$ cat src/cpf_defs.svh
// Purpose: Timing counts and field positions for card power fault control
// Assumes: 50 MHz clock
// Notes:   Command byte and fault status bit positions
`ifndef CPF_DEFS_SVH
`define CPF_DEFS_SVH
`define CPF_CLK_MHZ        50
`define CPF_OC_PERSIST_NS  2000
`define CPF_OC_CYCLES      ((`CPF_OC_PERSIST_NS * `CPF_CLK_MHZ) / 1000)
`define CPF_RETRY_OFF_NS   1000
`define CPF_RETRY_CYCLES   ((`CPF_RETRY_OFF_NS * `CPF_CLK_MHZ) / 1000)
`define CPF_CNT_W          8
`define CPF_CMD_SEL_BIT    7
`define CPF_CMD_MAIN_ON    6
`define CPF_CMD_RAIL_LOW   5
`define CPF_CMD_MAIN_FLT   4
`define CPF_CMD_PROG_ON    3
`define CPF_CMD_PROG_SRC   2
`define CPF_CMD_PROG_FLT   1
`define CPF_ST_CAT         7
`define CPF_ST_AM          6
`define CPF_ST_AP          5
`define CPF_ST_BM          4
`define CPF_ST_BP          3
`define CPF_CMD_RESET      8'h00
`endif

$ cat src/cpf_pkg.sv
// Purpose: Types for card power fault control
// Assumes: Constants come from cpf_defs.svh
// Notes:   Switch state per output
package cpf_pkg;
    typedef enum logic [1:0] {
        CPF_OUT_FLOAT,
        CPF_OUT_GND,
        CPF_OUT_HIGH_RAIL,
        CPF_OUT_LOW_RAIL
    } cpf_main_t;
    typedef enum logic [1:0] {
        CPF_PP_FLOAT,
        CPF_PP_GND,
        CPF_PP_PROG_RAIL,
        CPF_PP_MAIN
    } cpf_prog_t;
    typedef struct packed {
        cpf_main_t main_sel;
        cpf_prog_t prog_sel;
    } cpf_chan_t;
endpackage : cpf_pkg

$ cat src/cpf_power_ctrl.sv
// Purpose: Card power switch control with fault protection and alert
// Assumes: Comparator flags are asynchronous; command bytes come from
//          a serial engine on the same clock as one-cycle strobes
// Notes:   Alert line is open drain; only its enable is driven
`include "cpf_defs.svh"
// Overview of operation
// Suspend pin low selects suspend commands
// Alert low on limit, lockout or thermal
// Overcurrent: brief off, then controlled restart
// Alert latches only after 2 us overcurrent
// Short circuit keeps pulsing until thermal
// Thermal opens every switch, alerts
// Thermal clear restores commanded switches
// Thermal and overcurrent alternate, no lockout
// Main rail below 1.5 V: off, alert
// Absent selected rail floats output, alerts
// Prog switch waits for 8 V first
// Prog switch works until 2 V, floats
// Logic rail low: everything floats
// Normal, standby and shutdown modes; the code outputs only normal_mode, set while any switch conducts
// Host enters shutdown by lowering logic rail
// Alert only pulled low or released
// Bits 6..4: main on, rail, float
// Bits 3..1: prog on, source, float
// Bit 7 routes byte; reset zero
// Latched status: catastrophic and four faults
// Synchronise comparators, count persistence in cycles
module cpf_power_ctrl (
    // Clock and reset
    input  wire logic             clock,
    input  wire logic             rst_b,
    // Command writes from serial engine
    input  wire logic             cmd_wr_a,
    input  wire logic             cmd_wr_b,
    input  wire logic [7:0]       cmd_byte,
    input  wire logic             status_rd,
    // Suspend pin
    input  wire logic             suspend_b,
    // Analog comparators (asynchronous)
    input  wire logic             logic_rail_ok,
    input  wire logic             high_main_rail_ok,
    input  wire logic             low_main_rail_ok,
    input  wire logic [1:0]       prog_rail_above_8v,
    input  wire logic [1:0]       prog_rail_above_2v,
    input  wire logic [3:0]       oc_flags,
    input  wire logic             thermal_hot,
    // Switch controls
    output cpf_pkg::cpf_chan_t    socket_a_ctrl,
    output cpf_pkg::cpf_chan_t    socket_b_ctrl,
    output logic                  normal_mode,
    // Status and alert
    output logic [7:0]            fault_status,
    output logic                  alert_oe
);
    localparam int NSYNC = 12;
    // Reset image: rails good, faults clear, prog rails unarmed,
    // so no false catastrophic flag follows reset release
    localparam logic [NSYNC-1:0] SYNC_IDLE = 12'h007;
    logic [NSYNC-1:0] s1_q, s2_q, raw;
    assign raw = {thermal_hot, oc_flags, prog_rail_above_2v,
                  prog_rail_above_8v, low_main_rail_ok,
                  high_main_rail_ok, logic_rail_ok};

    // Two-stage synchronisers on all comparators
    genvar gi;
    generate
        for (gi = 0; gi < NSYNC; gi++) begin : g_sync
            always_ff @(posedge clock or negedge rst_b) begin
                if (!rst_b) begin
                    s1_q[gi] <= SYNC_IDLE[gi];
                    s2_q[gi] <= SYNC_IDLE[gi];
                end else begin
                    s1_q[gi] <= raw[gi];
                    s2_q[gi] <= s1_q[gi];
                end
            end
        end
    endgenerate

    logic       vl_ok, hi_ok, lo_ok, hot;
    logic [1:0] pp8, pp2;
    logic [3:0] oc;
    assign vl_ok = s2_q[0];
    assign hi_ok = s2_q[1];
    assign lo_ok = s2_q[2];
    assign pp8   = s2_q[4:3];
    assign pp2   = s2_q[6:5];
    assign oc    = s2_q[10:7];
    assign hot   = s2_q[11];

    // Overcurrent guards, order: A main, A prog, B main, B prog
    logic [3:0] sw_off, oc_long;
    generate
        for (gi = 0; gi < 4; gi++) begin : g_guard
            cpf_sw_guard u_guard (
                .clock   (clock),
                .rst_b   (rst_b),
                .oc_in   (oc[gi]),
                .sw_off  (sw_off[gi]),
                .oc_long (oc_long[gi])
            );
        end
    endgenerate

    // Command store: [0]=A, [1]=B; normal and suspend banks
    logic [6:0] norm_q [2], norm_d [2];
    logic [6:0] susp_q [2], susp_d [2];
    logic [1:0] pp_en_q, pp_en_d;
    logic [7:0] stat_q, stat_d;
    cpf_pkg::cpf_chan_t ch_q [2], ch_d [2];
    logic       alert_q, alert_d, norm_mode_q, norm_mode_d;
    logic [6:0] cmd;
    logic       rail_ok, rail_bad, on_any;
    logic [1:0] main_fault, prog_fault;
    logic       cat;

    always_comb begin
        norm_d  = norm_q;
        susp_d  = susp_q;
        pp_en_d = pp_en_q;
        stat_d  = stat_q;
        on_any  = 1'b0;
        cat     = hot || !vl_ok;
        // Bit 7 picks which bank the byte lands in
        for (int c = 0; c < 2; c++) begin
            if ((c == 0 && cmd_wr_a) || (c == 1 && cmd_wr_b)) begin
                if (cmd_byte[`CPF_CMD_SEL_BIT])
                    norm_d[c] = cmd_byte[6:0];
                else
                    susp_d[c] = cmd_byte[6:0];
            end
        end
        for (int c = 0; c < 2; c++) begin
            // Prog switch armed at 8 V, disarmed below 2 V
            if (!pp2[c])
                pp_en_d[c] = 1'b0;
            else if (pp8[c])
                pp_en_d[c] = 1'b1;
            cmd = suspend_b ? norm_q[c] : susp_q[c];
            rail_ok  = cmd[`CPF_CMD_RAIL_LOW] ? lo_ok : hi_ok;
            rail_bad = 1'b0;
            prog_fault[c] = 1'b0;
            // Main output: float overrides on, else gnd
            if (cmd[`CPF_CMD_MAIN_FLT])
                ch_d[c].main_sel = cpf_pkg::CPF_OUT_FLOAT;
            else if (!cmd[`CPF_CMD_MAIN_ON])
                ch_d[c].main_sel = cpf_pkg::CPF_OUT_GND;
            else if (!rail_ok) begin
                ch_d[c].main_sel = cpf_pkg::CPF_OUT_FLOAT;
                rail_bad = 1'b1;
            end else if (sw_off[2*c])
                ch_d[c].main_sel = cpf_pkg::CPF_OUT_FLOAT;
            else if (cmd[`CPF_CMD_RAIL_LOW])
                ch_d[c].main_sel = cpf_pkg::CPF_OUT_LOW_RAIL;
            else
                ch_d[c].main_sel = cpf_pkg::CPF_OUT_HIGH_RAIL;
            main_fault[c] = rail_bad || oc_long[2*c];
            // Prog output
            if (cmd[`CPF_CMD_PROG_FLT])
                ch_d[c].prog_sel = cpf_pkg::CPF_PP_FLOAT;
            else if (!cmd[`CPF_CMD_PROG_ON])
                ch_d[c].prog_sel = cpf_pkg::CPF_PP_GND;
            else if (cmd[`CPF_CMD_PROG_SRC] && !pp_en_q[c]) begin
                ch_d[c].prog_sel = cpf_pkg::CPF_PP_FLOAT;
                prog_fault[c] = 1'b1;
            end else if (sw_off[2*c+1])
                ch_d[c].prog_sel = cpf_pkg::CPF_PP_FLOAT;
            else if (cmd[`CPF_CMD_PROG_SRC])
                ch_d[c].prog_sel = cpf_pkg::CPF_PP_PROG_RAIL;
            else
                ch_d[c].prog_sel = cpf_pkg::CPF_PP_MAIN;
            prog_fault[c] = prog_fault[c] || oc_long[2*c+1];
            // Thermal or logic lockout opens everything, ground too
            if (cat) begin // No lockout: released when cat clears
                ch_d[c].main_sel = cpf_pkg::CPF_OUT_FLOAT;
                ch_d[c].prog_sel = cpf_pkg::CPF_PP_FLOAT;
            end
            if (ch_d[c].main_sel inside {cpf_pkg::CPF_OUT_HIGH_RAIL,
                                         cpf_pkg::CPF_OUT_LOW_RAIL} ||
                ch_d[c].prog_sel inside {cpf_pkg::CPF_PP_PROG_RAIL,
                                         cpf_pkg::CPF_PP_MAIN})
                on_any = 1'b1;
        end
        // Status: set wins over read-clear
        if (status_rd)
            stat_d = 8'h00;
        stat_d[`CPF_ST_CAT] = stat_d[`CPF_ST_CAT] | cat;
        stat_d[`CPF_ST_AM]  = stat_d[`CPF_ST_AM] | main_fault[0];
        stat_d[`CPF_ST_AP]  = stat_d[`CPF_ST_AP] | prog_fault[0];
        stat_d[`CPF_ST_BM]  = stat_d[`CPF_ST_BM] | main_fault[1];
        stat_d[`CPF_ST_BP]  = stat_d[`CPF_ST_BP] | prog_fault[1];
        // Alert follows latched status, held until a status read clears it
        alert_d = (stat_d[7:3] != 5'h00);
        norm_mode_d = on_any;
    end

    always_ff @(posedge clock or negedge rst_b) begin
        if (!rst_b) begin
            for (int c = 0; c < 2; c++) begin
                norm_q[c] <= 7'(`CPF_CMD_RESET);
                susp_q[c] <= 7'(`CPF_CMD_RESET);
                ch_q[c]   <= '{cpf_pkg::CPF_OUT_FLOAT,
                               cpf_pkg::CPF_PP_FLOAT};
            end
            pp_en_q     <= 2'b00;
            stat_q      <= 8'h00;
            alert_q     <= 1'b0;
            norm_mode_q <= 1'b0;
        end else begin
            norm_q      <= norm_d;
            susp_q      <= susp_d;
            ch_q        <= ch_d;
            pp_en_q     <= pp_en_d;
            stat_q      <= stat_d;
            alert_q     <= alert_d;
            norm_mode_q <= norm_mode_d;
        end
    end

    assign socket_a_ctrl = ch_q[0];
    assign socket_b_ctrl = ch_q[1];
    assign fault_status  = stat_q;
    assign normal_mode   = norm_mode_q;
    assign alert_oe      = alert_q;   // Drives low only

    property p_cat_floats;
        @(posedge clock) disable iff (!rst_b)
        (hot || !vl_ok) |=> {socket_a_ctrl, socket_b_ctrl} == 8'h00;
    endproperty
    a_cat_floats: assert property (p_cat_floats)
        else $error("Switches not opened on catastrophic fault");

    property p_cat_alert;
        @(posedge clock) disable iff (!rst_b)
        hot |=> alert_oe && fault_status[7];
    endproperty
    a_cat_alert: assert property (p_cat_alert)
        else $error("Alert not raised on thermal fault");

    property p_pp_disarm;
        @(posedge clock) disable iff (!rst_b)
        !pp2[0] |=> ##1 socket_a_ctrl.prog_sel != cpf_pkg::CPF_PP_PROG_RAIL;
    endproperty
    a_pp_disarm: assert property (p_pp_disarm)
        else $error("Prog switch still on below 2 V");

    property p_rail_absent;
        @(posedge clock) disable iff (!rst_b)
        !hi_ok |=> socket_a_ctrl.main_sel != cpf_pkg::CPF_OUT_HIGH_RAIL;
    endproperty
    a_rail_absent: assert property (p_rail_absent)
        else $error("Absent rail connected");

    property p_recover;
        @(posedge clock) disable iff (!rst_b)
        ($fell(hot) && vl_ok && hi_ok && !sw_off[0] && suspend_b &&
         norm_q[0][6:4] == 3'b100 && !cmd_wr_a)
        |=> socket_a_ctrl.main_sel == cpf_pkg::CPF_OUT_HIGH_RAIL;
    endproperty
    a_recover: assert property (p_recover)
        else $error("Switch not restored after thermal");

    property p_status_sticky;
        @(posedge clock) disable iff (!rst_b)
        (fault_status[6] && !status_rd) |=> fault_status[6];
    endproperty
    a_status_sticky: assert property (p_status_sticky)
        else $error("Fault status lost without read");

    property p_route;
        @(posedge clock) disable iff (!rst_b)
        (cmd_wr_b && !cmd_byte[7]) |=> susp_q[1] == $past(cmd_byte[6:0]);
    endproperty
    a_route: assert property (p_route)
        else $error("Suspend byte misrouted");
endmodule : cpf_power_ctrl

$ cat src/cpf_sw_guard.sv
// Purpose: Per-switch overcurrent retry and persistence timer
// Assumes: oc_in already synchronised to clock
// Notes:   Off pulse then controlled restart; long events flagged while oc_in stays high
`include "cpf_defs.svh"
module cpf_sw_guard (
    // Clock and reset
    input  wire logic clock,
    input  wire logic rst_b,
    // Fault input
    input  wire logic oc_in,
    // Results
    output logic      sw_off,
    output logic      oc_long
);
    logic [`CPF_CNT_W-1:0] pers_q, pers_d;
    logic [`CPF_CNT_W-1:0] off_q, off_d;
    logic                  long_q, long_d;

    always_comb begin
        pers_d = oc_in ? pers_q : '0;
        long_d = 1'b0;
        if (oc_in && pers_q != `CPF_CNT_W'(`CPF_OC_CYCLES))
            pers_d = pers_q + 1'b1;
        if (oc_in && pers_q == `CPF_CNT_W'(`CPF_OC_CYCLES))
            long_d = 1'b1;
        // Each limit event forces a short off time, repeating on a short
        if (oc_in && off_q == '0)
            off_d = `CPF_CNT_W'(`CPF_RETRY_CYCLES);
        else if (off_q != '0)
            off_d = off_q - 1'b1;
        else
            off_d = '0;
    end

    always_ff @(posedge clock or negedge rst_b) begin
        if (!rst_b) begin
            pers_q <= '0;
            off_q  <= '0;
            long_q <= 1'b0;
        end else begin
            pers_q <= pers_d;
            off_q  <= off_d;
            long_q <= long_d;
        end
    end

    assign sw_off  = off_q != '0;
    assign oc_long = long_q;

    property p_long_needs_persist;
        @(posedge clock) disable iff (!rst_b)
        $rose(long_q) |-> $past(oc_in, 2) && $past(oc_in, 1);
    endproperty
    a_long_needs_persist: assert property (p_long_needs_persist)
        else $error("Overcurrent latched without persistence");

    property p_off_on_event;
        @(posedge clock) disable iff (!rst_b)
        (oc_in && off_q == '0) |=> sw_off [*2];
    endproperty
    a_off_on_event: assert property (p_off_on_event)
        else $error("Switch not turned off on overcurrent");
endmodule : cpf_sw_guard

$ cat config.mk
export PLATFORM = sky130hd
export DESIGN_NAME = cpf_power_ctrl
export DESIGN_NICKNAME = d
export VERILOG_FILES = /design/src/cpf_pkg.sv /design/src/cpf_power_ctrl.sv /design/src/cpf_sw_guard.sv
export VERILOG_INCLUDE_DIRS = /design/src /design/src/src
export SDC_FILE = /design/constraint.sdc
export NUM_CORES = 1
export LEC_CHECK = 0
export CAP_MARGIN = 20
export CORE_ASPECT_RATIO = 1.25
export CORE_MARGIN = 1
export CORE_UTILIZATION = 57
export CTS_CLUSTER_SIZE = 12
export DETAILED_ROUTE_END_ITERATION = 10
export DONT_BUFFER_PORTS = 1
export HOLD_SLACK_MARGIN = 0.05
export PLACE_DENSITY = 0.75
export SYNTH_ARGS = -nofsm -noshare
export SYNTH_HDL_FRONTEND = slang
export SYNTH_SLANG_ARGS = --single-unit
$ cat constraint.sdc
create_clock -name clock -period 1.91 [get_ports clock]
set_input_delay 0.0955 -clock clock [delete_from_list [all_inputs] [get_ports clock]]
set_output_delay 0.0955 -clock clock [all_outputs]
set_load 0.02 [all_outputs]
---- Word-level counts from Yosys, hierarchy flattened ----
Cells that the tools add are included.
cells by class
  add/sub/neg operators ................... 8
  equal/unequal tests ..................... 22
  mux-type cells .......................... 65
  bitwise operators ....................... 6
  reductions and logical operators ........ 41
operators by type and width
  cell                 number
  $mux 8               17
  $add 8x1->8 const B  4
  $eq 8x7->1 const B   4
  $logic_not 8->1      4
  $mux 2               16
  $ne 8x7->1 const B   4
  $reduce_bool 8->1    4
  $sub 8x1->8 const B  4
  $mux 1               28
  $eq 2x2->1 const B   8
  $logic_and 1x1->1    14
  $mux 7               2
  $mux 4               2
  $ne 2x1->1 const B   4
  $reduce_and 2->1     4
  $reduce_bool 2->1    4
  $logic_or 1x1->1     7
  $or 1x1->1           5
  $reduce_bool 5->1    1
  $ne 2x2->1 const B   2
  $logic_not 1->1      3
  $not 1->1            1
word-level totals
  bits in registers ....................... 137

---- Logic depth before layout (Yosys ltp) ----
Gate-level depths: netlist of run 1.
  depth in word-level cells ............... 12
  gate-level depth with buffers ........... 7
  depth with buffers taken out ............ 6

---- By module ----
From an unflattened synthesis of run 1, not the netlist that was laid out.
second synthesis, totals
  cell total of the unflattened synthesis .. 495
  area total of the unflattened synthesis .. 5711.7 um2
by module, submodules not included
  module          instances  cells an instance  area an instance (um2)  seq. area each (um2)
  cpf_sw_guard    4          84                 830.8                   425.4
  cpf_power_ctrl  1          159                2388.5                  1634.1

---- Worst setup path before layout of run 1 ----
No wires, ideal clock.
  path kind ............................... register to register
  start point ............................. register g_guard[1].u_guard.off_q[0]
  end point ............................... register norm_mode_q, in the netlist normal_mode
  setup time .............................. 0.065 ns
  arrival ................................. 1.768 ns
  data required time ...................... 1.845 ns
  path slack .............................. 0.077 ns
  stages on the path, launching flop included .. 7
  clock period less this slack ............ 1.833 ns
  cell sequence ........................... dfrtp_1 inv_1 ha_1 or4b_4 or2_1 nor4_2 or4_1
RTL lines
  element                   line                   source
  start: declaration        cpf_sw_guard.sv:16     logic [`CPF_CNT_W-1:0] off_q, off_d;
  start signal: assignment  cpf_sw_guard.sv:38     off_q <= '0;
  start signal: assignment  cpf_sw_guard.sv:42     off_q <= off_d;
  end signal: assignment    cpf_power_ctrl.sv:216  norm_mode_q <= norm_mode_d;
  end: declaration          cpf_power_ctrl.sv:111  logic alert_q, alert_d, norm_mode_q, norm_mode_d;

==> results.txt, run 1 <==
The final HPWL from detailed placement was 6.74 mm. The cell taking the most area after synthesis was dfrtp_1. Power comes to 8320 uW. The run gives 4 as the number of detailed-route iterations in the first pass. The tools report the power dissipated by switching net loads as 2280 uW. The die is 91.6 um wide. For this block, the routed nets add up to 10.5 mm of wire. The area share of the largest cell type after synthesis was 0.556.

The placed instances occupy a cell area of 5930 um^2. For flop-to-flop paths, the worst setup slack is 50 ps. The post-synthesis cell type count is 49, and the number of buffers between clock root and the deepest sink is 2.

In this run the count of I/O pins placed on the die edge is 44. The aggregate global-route resource usage was 0.231; the clock edge transition at the registers on the reported setup and hold paths was 50 ps. The async set or reset register ratio after synthesis is 1.00. The final standard cell utilization of the core was 0.706; the clock sink count was 133. Number of violations of the max-capacitance limit: 0.

Averaged over all synthesized cells, the footprint is 11.8 um^2. The number of remaining DRC errors was 0; the share of the synthesized area in compound gates (AO/OA/AOI/OAI) was 0.0586. For this run, the number of Yosys warnings is 0.

The final-report max-slew violation count came out at 0. The critical path launch point is norm_q[1]$_DFFE_PN0P_. The met3 capacity usage during global routing is 0.0520, and the adder-cell share of the synthesized area is 0.0350. The detailed router finished its first iteration with 234 violations. The per-cell via count in the routed design is 5.49. The layer flagged by global routing as most heavily used is met2. The fraction of synthesized cell area in xor and xnor cells is 0.0444, and the core area is 9660 um^2.

Met2 global-route usage: 0.388. The weighted congestion at the end of routability-driven global placement came out at 0.778. The number of buffers created by CTS was 17.

The worst setup path is launched from a register. The die is 114 um tall. Entering global routing, the biggest net connects 134 pins.

Worst-case headroom to the max-slew limit: 0.532. The number of flops mapped to enable cells by yosys came out at 0. Clock network latency to the later pin of the worst-skew pair: 410 ps.

The number of failing setup endpoints in the final timing report is 0. Layout cell share with drive strength beyond 1: 0.128. The power density over cell area is 1220 nW/um^2. The sequential-to-total area share from yosys stat was 0.583. The worst hold path belongs to the class primary input to async pin. Counting cells, the worst reg-to-reg path comes to 5.

Summing every instance area after synthesis gives 5720 um^2. The tools report the startpoint of the worst-slack reg-to-reg timing path as norm_q[1]$_DFFE_PN0P_. The kind of capture point of the worst setup path is a register.

The internal portion of the total power is 6040 uW. By area the synthesized netlist is led by dfrtp_1 56%, mux2_1 5.5%, ha_1 3.5%. Dominant combinational cell family by area after synthesis: simple AND/OR/NAND/NOR gates. The leakage power figure is 0.00304 uW, and the largest fanout of any net on the critical path is 2.

For the arrival time at the worst endpoint, the log shows 2150 ps. The switching power as a share of total power came out at 0.274. The number of H-tree branching levels is 4. After routing the design area is 6820 um^2. The detailed router placed 3697 vias in this run.

The run gives 0.454 as the register share of total power. The floorplan has 40 rows. Once detail routing completed, the nets flagged for antenna violations numbered 0. The mux contribution to synthesized area came out at 0.0871. IR analysis of the VDD net gives a maximum drop of 0.805 mV. The hold violation count in the final report is 133.

STA puts the critical path data required time at 2190 ps. The net count of the finished layout is 576. Following the worst setup path forward leads to its endpoint at normal_mode$_DFF_PN0_. The cell sitting at the root of the clock tree is a clkbuf_16.

The maximum achievable frequency is 0.537 GHz. TritonCTS built the clock tree. For the number of antenna violations at the first check in global routing, the log shows 0. The run gives 18.5 mm as the wire length of the first global-routing pass.

Total negative slack for setup checks: 0 ps. The flow ran to the end, but the final reports show violations. The flip-flop and latch count after synthesis is 133, and the met1 track demand over resource in global routing is 0.282. The number of antenna cells inserted is 0, and the final worst clock skew is 6.92 ps. Starting utilization of the core area: 0.592. The count of input and output buffers was 0. The synthesized instance count is 485. Among all flip-flop cells after synthesis, the most frequent one is dfrtp_1. The number of global-route vias before repair is 3875, and the relative area change from synthesis to final layout is 19.2%. The detailed-route wire length per cell was 15.7 um.

The measured slew at the worst slew-check pin was 701 ps; the post-layout minimum cycle time was 1860 ps. The floorplan die area is 10400 um^2. The tools report the smallest hold slack as -621 ps. The critical path class is register to register. The post-route fraction of the period consumed by the critical path was 0.976. The final reports fail on negative hold slack.

The global-route congestion overflow total is 0. For the combinational share of power, the log shows 0.174. The synthesized-area fraction occupied by and/or/nand/nor cells was 0.164. The tools report the share of total power in the clock network as 0.372. The endpoint identified for the worst register-to-register timing path is normal_mode$_DFF_PN0_.
power by group through the flow:
stage | combinational (uW) | sequential, uW | clock (uW)
2_1_floorplan | 1030 | 3700 | 0
3_3_place_gp | 1230 | 3770 | 0
5_1_grt | 1650 | 3850 | 3270
6_report | 1450 | 3770 | 3100
3_5_place_dp | 1300 | 3790 | 0
4_1_cts | 1410 | 3760 | 3160
worst min path at each step:
| stage | startpoint | to | slack (ps) | cells past startpoint |
|---|---|---|---|---|
| 2_1_floorplan | rst_b | alert_oe$_DFF_PN0_ | -200 | 0 |
| 3_3_place_gp | rst_b | g_guard[1].u_guard.pers_q[7]$_DFFE_PN0P_ | -200 | 0 |
| 3_5_place_dp | rst_b | g_guard[1].u_guard.pers_q[5]$_DFFE_PN0P_ | -200 | 0 |
| 4_1_cts | rst_b | g_guard[1].u_guard.pers_q[4]$_DFFE_PN0P_ | -640 | 0 |
| 5_1_grt | rst_b | normal_mode$_DFF_PN0_ | -640 | 0 |
| 6_report | rst_b | g_guard[1].u_guard.off_q[5]$_DFF_PN0_ | -620 | 0 |
state kept, by name, summed over array words and instances (netlist names), 2 cells and up:
register                 cells
g_guard.u_guard.pers_q      32
g_guard.u_guard.off_q       32
socket_b_ctrl                4
oc                           4
socket_a_ctrl                4
norm_q                      12
g_guard.u_guard.oc_long      4
pp8                          2
s1_q                        12
pp_en_q                      2
fault_status                 5
susp_q                      12
pp2                          2
cell type report:
cell class	instances	area, um^2
clock buffers	23	468
flip-flops and latches	133	3340
well taps	126	158
clock inverters	9	103
inverters	23	86.3
fillers	654	2840
multi-input cells	318	2290
repair buffers	41	379
synth_stat cells, types with 2 or more instances:
master,number
nor2_1,39
buf_2,2
mux2i_1,16
nor2b_1,10
nand2b_1,2
nand3_1,11
nand3b_1,7
inv_1,21
dfrtp_1,127
xor2_1,9
or4b_1,2
mux2_2,2
ha_1,16
nor3_1,14
nand2_1,30
or3_1,8
o21ai_0,14
and2_1,18
a21oi_1,9
a21o_1,4
mux2_1,28
clkbuf_1,7
o21a_1,2
nor3b_1,4
a221o_1,3
a31oi_1,11
nor4_1,4
buf_4,3
xnor2_1,20
a21boi_1,6
nor4_2,4
and3_1,6
or2_1,5
dfstp_2,6
logic make-up after synthesis:
family / Yosys count
AO/OA/AOI/OAI: 53
adder cells (fa/ha/maj): 16
XOR/XNOR: 29
AND/OR/NAND/NOR: 171
flip-flops: 133
multiplexers: 46
other: 1
buffers and inverters: 36
repair_timing:
item                                    in CTS  in global routing
endpoints found under the setup margin       2                  5
pin swaps                                    2                  1
hold buffers                                26                  1
resized for setup                            3                 14
buffers inserted                             0                  0
hold endpoints to repair                   179                134
worst max-delay path: stages, from the launching register on:
cell	delay (ps)
dfrtp_1	370
mux2i_1	100
dlygate4sd3_1	570
nand2_1	110
nor4b_2	70
or4_4	520
placed cells by master, fill, tap and decap left out, types with 4 or more instances in the layout:
cell	Yosys	routed
dfrtp_1	127	127
nor2_1	39	39
nand2_1	30	30
mux2_1	28	27
dlygate4sd3_1	0	25
xnor2_1	20	20
inv_1	21	18
and2_1	18	18
clkbuf_16	0	17
mux2i_1	16	15
nor3_1	14	14
o21ai_0	14	14
ha_1	16	14
buf_4	3	14
a31oi_1	11	11
nand3_1	11	11
nor2b_1	10	10
xor2_1	9	9
a21oi_1	9	8
or3_1	8	8
nand3b_1	7	7
and3_1	6	6
a21boi_1	6	6
dfstp_2	6	6
or2_1	5	5
nor4_2	4	5
nor3b_1	4	4
a21o_1	4	4
inv_2	1	4
clkinv_2	0	4
clkbuf_1	7	4
stage by stage:
stage          hold slack [ps]  instances  worst slack [ps]
4_1_cts                   -637        673              1.55
3_3_place_gp              -197        615              53.8
2_1_floorplan             -200        487              77.3
5_1_grt                   -640        673             -7.40
6_report                  -621        673              46.6
3_5_place_dp              -196        615             -29.8
layer usage:
metal / wire length, um / share of wire
met4: 237 / 0.023
met2: 5400 / 0.51
met5: 0 / 0
met1: 4510 / 0.43
met3: 385 / 0.037
Note: power is estimated with default switching activity, not from simulation.
==> run 2: changes to the inputs <==
--- a/config.mk
+++ b/config.mk
@@ -6,15 +6,16 @@
 export SDC_FILE = /design/constraint.sdc
 export NUM_CORES = 1
 export LEC_CHECK = 0
+export BUFFER_PORTS_ARGS = -buffer_cell sky130_fd_sc_hd__buf_2
 export CAP_MARGIN = 20
 export CORE_ASPECT_RATIO = 1.25
 export CORE_MARGIN = 1
-export CORE_UTILIZATION = 57
+export CORE_UTILIZATION = 54
 export CTS_CLUSTER_SIZE = 12
 export DETAILED_ROUTE_END_ITERATION = 10
-export DONT_BUFFER_PORTS = 1
 export HOLD_SLACK_MARGIN = 0.05
-export PLACE_DENSITY = 0.75
+export MAX_ROUTING_LAYER = met4
+export PLACE_DENSITY = 0.76
 export SYNTH_ARGS = -nofsm -noshare
 export SYNTH_HDL_FRONTEND = slang
 export SYNTH_SLANG_ARGS = --single-unit
==> run 2 against run 1 <==
Against the previous run: the run now ends clean; utilization decreased by 1.3 points; critical endpoint unchanged; highest routed layer unchanged; wire length up 2.7%; setup slack lost 23 ps; largest power group unchanged; sequential cell count stayed put; sequential power about the same; first-iteration DRC count decreased by 11%; via count is 3.2% higher; clock skew fell by 2.2 ps; cell count increased by 7.0%; fmax fell by 1.2%.
==> results.txt, run 2 (synthesis gave the netlist of run 1 again) <==
Final worst clock skew: 4.72 ps. The tools report the clock sink count as 133. The run finished with clean final reports.

Timing would allow up to 0.530 GHz. The worst-case vdd ir drop was 0.774 mV; the arrival time at the worst endpoint was 2170 ps. Before antenna repair, the detailed router went through 4 iterations. Number of failing setup endpoints in the final timing report: 0.

The worst path in the final design needs a cycle of 1890 ps, including I/O delays and setup. In this run the register-to-register setup slack is 20 ps. Path class of the lowest-slack min-delay path: primary input to register. The starting utilization of the core area came out at 0.560. The H-tree generated during clock tree synthesis spans 4 levels. The clock reaches the later pin of the worst-skew pair after 410 ps. The logs give -39.4 ps for the pre-CTS worst setup slack and 10200 um^2 for the core area. After floorplanning, the core was divided into 41 placement rows. The relative area change from synthesis to final layout works out to 23.8%. Per-cell via count in the routed design: 5.30.

Power spread over the standard cell area amounts to 1200 nW/um^2. Clock tree synthesis inserted a total of 17 buffers. Clock tree synthesis selected as its root buffer the cell clkbuf_16.

The first global-routing pass estimated 18.5 mm of wire. The filler cells instantiated in the layout total 721. The hold violation count in the final report is 0. During I/O placement, the number of pins put on the boundary was 44. The launch point of the worst hold path was suspend_b.

TritonCTS built the clock tree. The count of input and output buffers works out to 39. The endpoint identified for the worst register-to-register timing path is normal_mode$_DFF_PN0_.

The number of global-route vias before repair was 4008. In the layout the commonest cells are 127 x dfrtp_1, 39 x nor2_1, 38 x buf_2. The number of violations of the max-capacitance limit was 0; the count of vias placed by the detailed router was 3817. For the smallest hold slack, the log shows 158 ps. The depth of the worst register-to-register path is 7. The worst setup path is captured at a register. For the worst setup path, the data required time is 2200 ps. The layout cell share with drive strength beyond 1 is 0.206. The logs give 10.8 mm for the total routed wirelength and 0.784 for the weighted congestion at the end of routability-driven global placement. The largest registers in the layout are g_guard.u_guard.off_q: 32 flops, g_guard.u_guard.pers_q: 32 flops.

Once detailed placement completed, the half-perimeter wirelength came to 7.36 mm. The number of antenna diodes in the final layout is 0. The tools report the post-detailed-route count of antenna-violating nets as 0. Of all nets on the critical path, the largest fanout is 2. The worst-case headroom to the max-slew limit came out at 0.541.

The tools report the worst hold endpoint as socket_a_ctrl[2]$_DFF_PN0_. After layout, the worst setup slack is 23.9 ps. From bottom edge to top edge, the die measures 117 um. The first routing iteration left 208 violations. The post-route fraction of the period consumed by the critical path is 0.987. The detailed-route wire length per cell works out to 15.0 um. The aggregate global-route resource usage is 0.229. Along the worst hold path, the cell count comes to 3. Critical path class: register to register. Entering global routing, the biggest net connects 49 pins. After clock tree synthesis, the clock-pin slew on the worst setup and hold paths is 60 ps. Final-report max-slew violation count: 0. For the number of nets in the layout, the log shows 620.

In this run the critical register-to-register path is launched from g_guard[2].u_guard.off_q[0]$_DFF_PN0_. The library cell used most frequently in the layout, excluding fill and tap cells, is dfrtp_1. For the pin with the worst max-slew slack, the measured transition is 687 ps. The die covers 11000 um^2.

The number of antenna violations at the first check in global routing was 0; the leakage power figure was 0.00324 uW. The total overflow left after global routing is 0. The tools report the number of buffers between clock root and the deepest sink as 2.

The worst setup path is launched from a register. For this run, design rule violations remaining after detail routing come to 0. The die is 94.1 um wide.
## run 2: changes by cell type in the layout (fill, tap and decap cells not counted), moves of 2 or more
cell           change
buf_12             +2
clkinv_4           +4
clkinvlp_4         +2
clkbuf_8           -2
clkinv_2           -3
inv_6              +2
buf_4             +11
clkbuf_1           -3
buf_2             +38
dlygate4sd3_1      -5
## run 2: worst max-delay path by stage
| stage | from | to | cells after the start |
|---|---|---|---|
| after floorplan | g_guard[1].u_guard.off_q[0]$_DFF_PN0_ | normal_mode$_DFF_PN0_ | 6 |
| after global placement | norm_q[6]$_DFFE_PN0P_ | alert_oe$_DFF_PN0_ | 4 |
| after detailed placement | norm_q[6]$_DFFE_PN0P_ | alert_oe$_DFF_PN0_ | 4 |
| after CTS | g_guard[2].u_guard.off_q[1]$_DFF_PN0_ | normal_mode$_DFF_PN0_ | 7 |
| after global routing | g_guard[2].u_guard.off_q[0]$_DFF_PN0_ | normal_mode$_DFF_PN0_ | 7 |
| final | g_guard[2].u_guard.off_q[0]$_DFF_PN0_ | normal_mode$_DFF_PN0_ | 7 |
## run 2: power by group
group	leakage (uW)	switching (uW)	internal [uW]
Combinational	0.00133	795	815
Sequential	0.00165	423	3320
Clock	0.000269	1240	1930
Total	0.00324	2460	6060
## run 2: critical path: stages, from the launching register on
cell and delay [ps]:
dfrtp_1 360, inv_1 70, ha_2 180, nor3b_2 160
and2_1 190, nor4bb_2 200, buf_4 150, or4_1 450
## run 2: metrics by stage
stage | total power [uW] | instances | setup TNS [ps] | area (um^2) | utilization
after CTS | 8480 | 717 | 0 | 7000 | 0.686
after floorplan | 4720 | 487 | 0 | 5730 | -
final | 8520 | 720 | 0 | 7080 | 0.693
after detailed placement | 5250 | 665 | -39.4 | 6210 | 0.609
after global placement | 5140 | 665 | 0 | 6210 | 0.609
after global routing | 9000 | 720 | -50.7 | 7080 | 0.693
## run 2: final cells by class
class / instances / area, um^2 / share of cell area
Clock buffer: 18 / 429 / 0.0606
Clock inverter: 14 / 155 / 0.0219
Multi-Input combinational cell: 318 / 2290 / 0.324
Sequential cell: 133 / 3340 / 0.471
Timing Repair Buffer: 85 / 618 / 0.0873
Inverter: 23 / 86.3 / 0.0122
Tap cell: 129 / 161 / 0.0228
## run 2: timing repair
| item | CTS | global route |
|---|---|---|
| pin swaps | 0 | 1 |
| buffers inserted | 0 | 3 |
| endpoints found under the hold margin | 80 | 0 |
| resized for setup | 2 | 13 |
| hold buffers | 20 | 0 |
| endpoints found under the setup margin | 1 | 4 |
## run 2: metal layers
layer / global-route usage / wire length, um / up-vias
met1: 0.253 / 4470 / 1896
met4: 0.0759 / 173 / 0
met2: 0.396 / 5760 / 60
met5: - / 0 / -
met3: 0.0678 / 422 / 16
li1: - / - / 1845
==> run 3: changes to the inputs <==
--- a/config.mk
+++ b/config.mk
@@ -18,4 +18,5 @@
 export PLACE_DENSITY = 0.76
 export SYNTH_ARGS = -nofsm -noshare
 export SYNTH_HDL_FRONTEND = slang
+export SYNTH_HIERARCHICAL = 1
 export SYNTH_SLANG_ARGS = --single-unit
==> run 3 against run 2 <==
Against the previous run: wire length up 7.7%; global-route usage rose by 0.49 points; clock skew rose by 2.3 ps; setup slack lost 17 ps; utilization rose by 1.4 points; clock-buffer cell count up 3; worst hold slack better by 47 ps; fmax shrank 0.91%; sequential cell count unchanged; synthesized area fell by 0.13%; highest routed layer unchanged.
==> results.txt, run 3 <==
0 antenna diodes ended up in the layout. The number of clock buffers added by TritonCTS is 17. Dominant synthesized flop cell: dfrtp_1. Yosys mapped the design onto 47 distinct sky130hd cell types. The first detailed-routing pass took 5 iterations.

End of the worst register-to-register path: g_guard[1].u_guard/off_q[6]$_DFF_PN0_. The detail route stage leaves a number of antenna-violating nets equal to 0. For the clock network latency to the later pin of the worst-skew pair, the log shows 410 ps. STA classifies the critical path endpoint as a register. The tools report the startpoint of the worst-slack reg-to-reg timing path as g_guard[1].u_guard/off_q[1]$_DFF_PN0_. The run gives 4 as the number of H-tree branching levels.

Leaving out fill and tap cells, the most frequent cell in the layout is dfrtp_1. STA puts the critical path data arrival time at 2250 ps. The async set or reset register ratio after synthesis works out to 1.00.

The most critical setup path has its endpoint at g_guard[1].u_guard/off_q[6]$_DFF_PN0_. VDD sags by at most 0.831 mV. Averaged over all synthesized cells, the footprint is 11.5 um^2. For the wire length of the first global-routing pass, the log shows 19.2 mm. The power density over cell area was 1210 nW/um^2.

The tools report the weighted congestion at the end of routability-driven global placement as 0.838. The tools report the hold violation count in the final report as 0. Summed over all layers, the routed wires come to 11.7 mm. Clock edge transition at the registers on the reported setup and hold paths: 60 ps. Across all hold checks on the routed design, the worst slack comes to 205 ps.

The number of global-route vias before repair was 4136. From synthesis to final layout, the design area changed by 26.5%. Across the run, the number of max-cap violations was 0. After synthesis, the most frequently instantiated cells are 127 x dfrtp_1, 37 x o21ai_0, 34 x nor2_1, 30 x inv_1. CTS placed an instance of clkbuf_16 at the clock tree root. Adding up every negative setup slack in the final design gives 0 ps. The maximum achievable frequency was 0.525 GHz. After detailed routing, the number of remaining DRC violations is 0. In this run the deepest clock path goes through 2 buffers. The die width came out at 94.0 um. The run finished with clean final reports. The floorplan step defined a die boundary enclosing 11000 um^2. Of all cell types, the one taking the most synthesized area is dfrtp_1. After detailed placement, the design holds a cell count of 694.

The area share of the largest cell type after synthesis works out to 0.556. Counting flops and latches in the post-synthesis netlist gives 133. The worst hold path belongs to the class primary input to async pin.

The setup check on the worst reg-to-reg path leaves a slack of 7 ps. By area the synthesized netlist is led by dfrtp_1 56%, mux2_2 4.7%, o21ai_0 3.2%. Global routing finished with a remaining overflow of 0. The post-route fraction of the period consumed by the critical path came out at 0.997. For this design, the sink count on the clock tree is 133. STA puts the critical path data required time at 2250 ps. In this run the cell area measured after placement is 6330 um^2. Setup repair after global routing could not meet its margin everywhere.

The signal on the critical path passes through inv_1 -> ha_2 -> or4b_4 -> buf_6 -> or4b_1 -> nand2_1. Vertical die dimension: 117 um. The largest registers in the layout are g_guard.u_guard/off_q: 32 flops, g_guard.u_guard/pers_q: 32 flops. Summing all non-filler instances in the final layout gives an area of 7220 um^2. The top cell family by delay on the critical path is simple AND/OR/NAND/NOR gates. The worst setup path is of the register to register kind. The depth of the worst register-to-register path is 6. The cell at the slowest stage of the critical path is or4b_4.

Core area: 10200 um^2. The final-report max-slew violation count came out at 0. The Yosys step of the flow raised 6 warnings. TritonCTS built the clock tree.

The critical path crosses 6 cells after its start point. The cell row count came out at 41. The finished layout holds 750 standard cells, fillers aside. Dividing the detail-routed via count by the number of cells gives 5.63. In this run the count of I/O pins placed on the die edge is 44.

Entering global routing, the biggest net connects 49 pins. Synthesized instance count: 495. In this design, the stage delay of the slowest critical-path cell is 490 ps. Yosys mapped a number of flops with a built-in enable equal to 0.

The detailed router placed 4221 vias in this run. The largest fanout of any net on the critical path was 4; the worst-case headroom to the max-slew limit was 0.591. The layout cell share with drive strength beyond 1 was 0.288; the buffering stage count on the worst path with inverters included was 2.

The run gives 0.584 as the sequential-to-total area share from yosys stat. The worst setup path is launched from a register. Yosys instantiated no cell more often than dfrtp_1. The post-layout minimum cycle time was 1900 ps; the final standard cell utilization of the core was 0.708. The run gives 0 as the number of failing setup endpoints in the final timing report.

In the final design database the tool counted 647 nets. For the pin with the worst max-slew slack, the measured transition is 612 ps. The leakage power figure was 0.00318 uW. The final HPWL from detailed placement was 7.70 mm; the aggregate global-route resource usage was 0.234. In the layout the commonest cells are 127 x dfrtp_1, 38 x buf_2, 36 x buf_4.

The detailed-route wire length per cell is 15.5 um, and the final worst clock skew is 7.03 ps. The post-synthesis instance area was 5710 um^2. The number of antenna violations at the first check in global routing is 0.

Tracing the worst setup path back leads to its startpoint at g_guard[1].u_guard/off_q[1]$_DFF_PN0_. Input and output buffers added on the ports amount to 39. The starting utilization of the core area came out at 0.560.

After the first detailed-routing iteration, the DRC count stood at 245.
## run 3: how the worst min path moves through the flow
stage | end | slack [ps] | start | cells after the start
6_report | g_guard[1].u_guard/pers_q[1]$_DFFE_PN0P_ | 200 | rst_b | 2
5_1_grt | susp_q[4]$_DFFE_PN0P_ | 240 | cmd_byte[7] | 3
4_1_cts | susp_q[5]$_DFFE_PN0P_ | 210 | cmd_byte[7] | 3
3_5_place_dp | g_guard[1].u_guard/pers_q[0]$_DFFE_PN0P_ | 110 | rst_b | 1
3_3_place_gp | g_guard[1].u_guard/pers_q[1]$_DFFE_PN0P_ | 100 | rst_b | 1
2_1_floorplan | alert_oe$_DFF_PN0_ | -200 | rst_b | 0
## run 3: worst reg2reg max path, stage by stage (launching register included)
cell     delay, ps
dfrtp_1        390
inv_1           60
ha_2           170
or4b_4         500
buf_6          150
or4b_1         490
nand2_1         80
## run 3: routing by layer
metal / vias up / global-route usage / share of wire / wire (um)
met5: - / - / 0 / 0
met1: 2105 / 0.285 / 0.44 / 5080
met2: 72 / 0.387 / 0.52 / 6000
met3: 23 / 0.0517 / 0.030 / 348
li1: 2021 / - / - / -
met4: 0 / 0.0810 / 0.019 / 217
## run 3: logic make-up after synthesis
| kind of cell | after synthesis | synth area share |
|---|---|---|
| other cells | 1 | 0.000657 |
| flops | 133 | 0.584 |
| simple gates | 161 | 0.163 |
| compound gates | 105 | 0.115 |
| mux | 34 | 0.0655 |
| xor+xnor | 12 | 0.0184 |
| buf+inv | 37 | 0.0278 |
| fa+ha+maj | 12 | 0.0263 |
## run 3: power by group
group | total [uW] | leakage, uW | switching, uW | internal, uW
Sequential | 3720 | 0.00165 | 399 | 3320
Combinational | 1940 | 0.00126 | 975 | 962
Clock | 3090 | 0.000265 | 1150 | 1940
## run 3: cell type report
| class | count | area [um^2] |
|---|---|---|
| repair buffers | 100 | 746 |
| well taps | 129 | 161 |
| clock buffers | 21 | 450 |
| fillers | 712 | 2990 |
| flip-flops and latches | 133 | 3340 |
| inverters | 30 | 113 |
| clock inverters | 10 | 110 |
| multi-input cells | 327 | 2310 |
## run 3: per-stage QoR
stage | setup WS, ps | total power [uW]
6_report | 6.60 | 8740
5_1_grt | -62.6 | 9180
4_1_cts | 1.05 | 8620
3_5_place_dp | -8.74 | 5470
3_3_place_gp | 19.1 | 5360
2_1_floorplan | 6.31 | 4790
## run 3: repair_timing
action                                 4_1_cts  5_1_grt
endpoints found under the hold margin       75        0
pin swaps                                    0        8
hold buffers                                20        0
setup endpoints to repair                    2        9
setup buffers                                0        5
gates resized for setup                      5       22
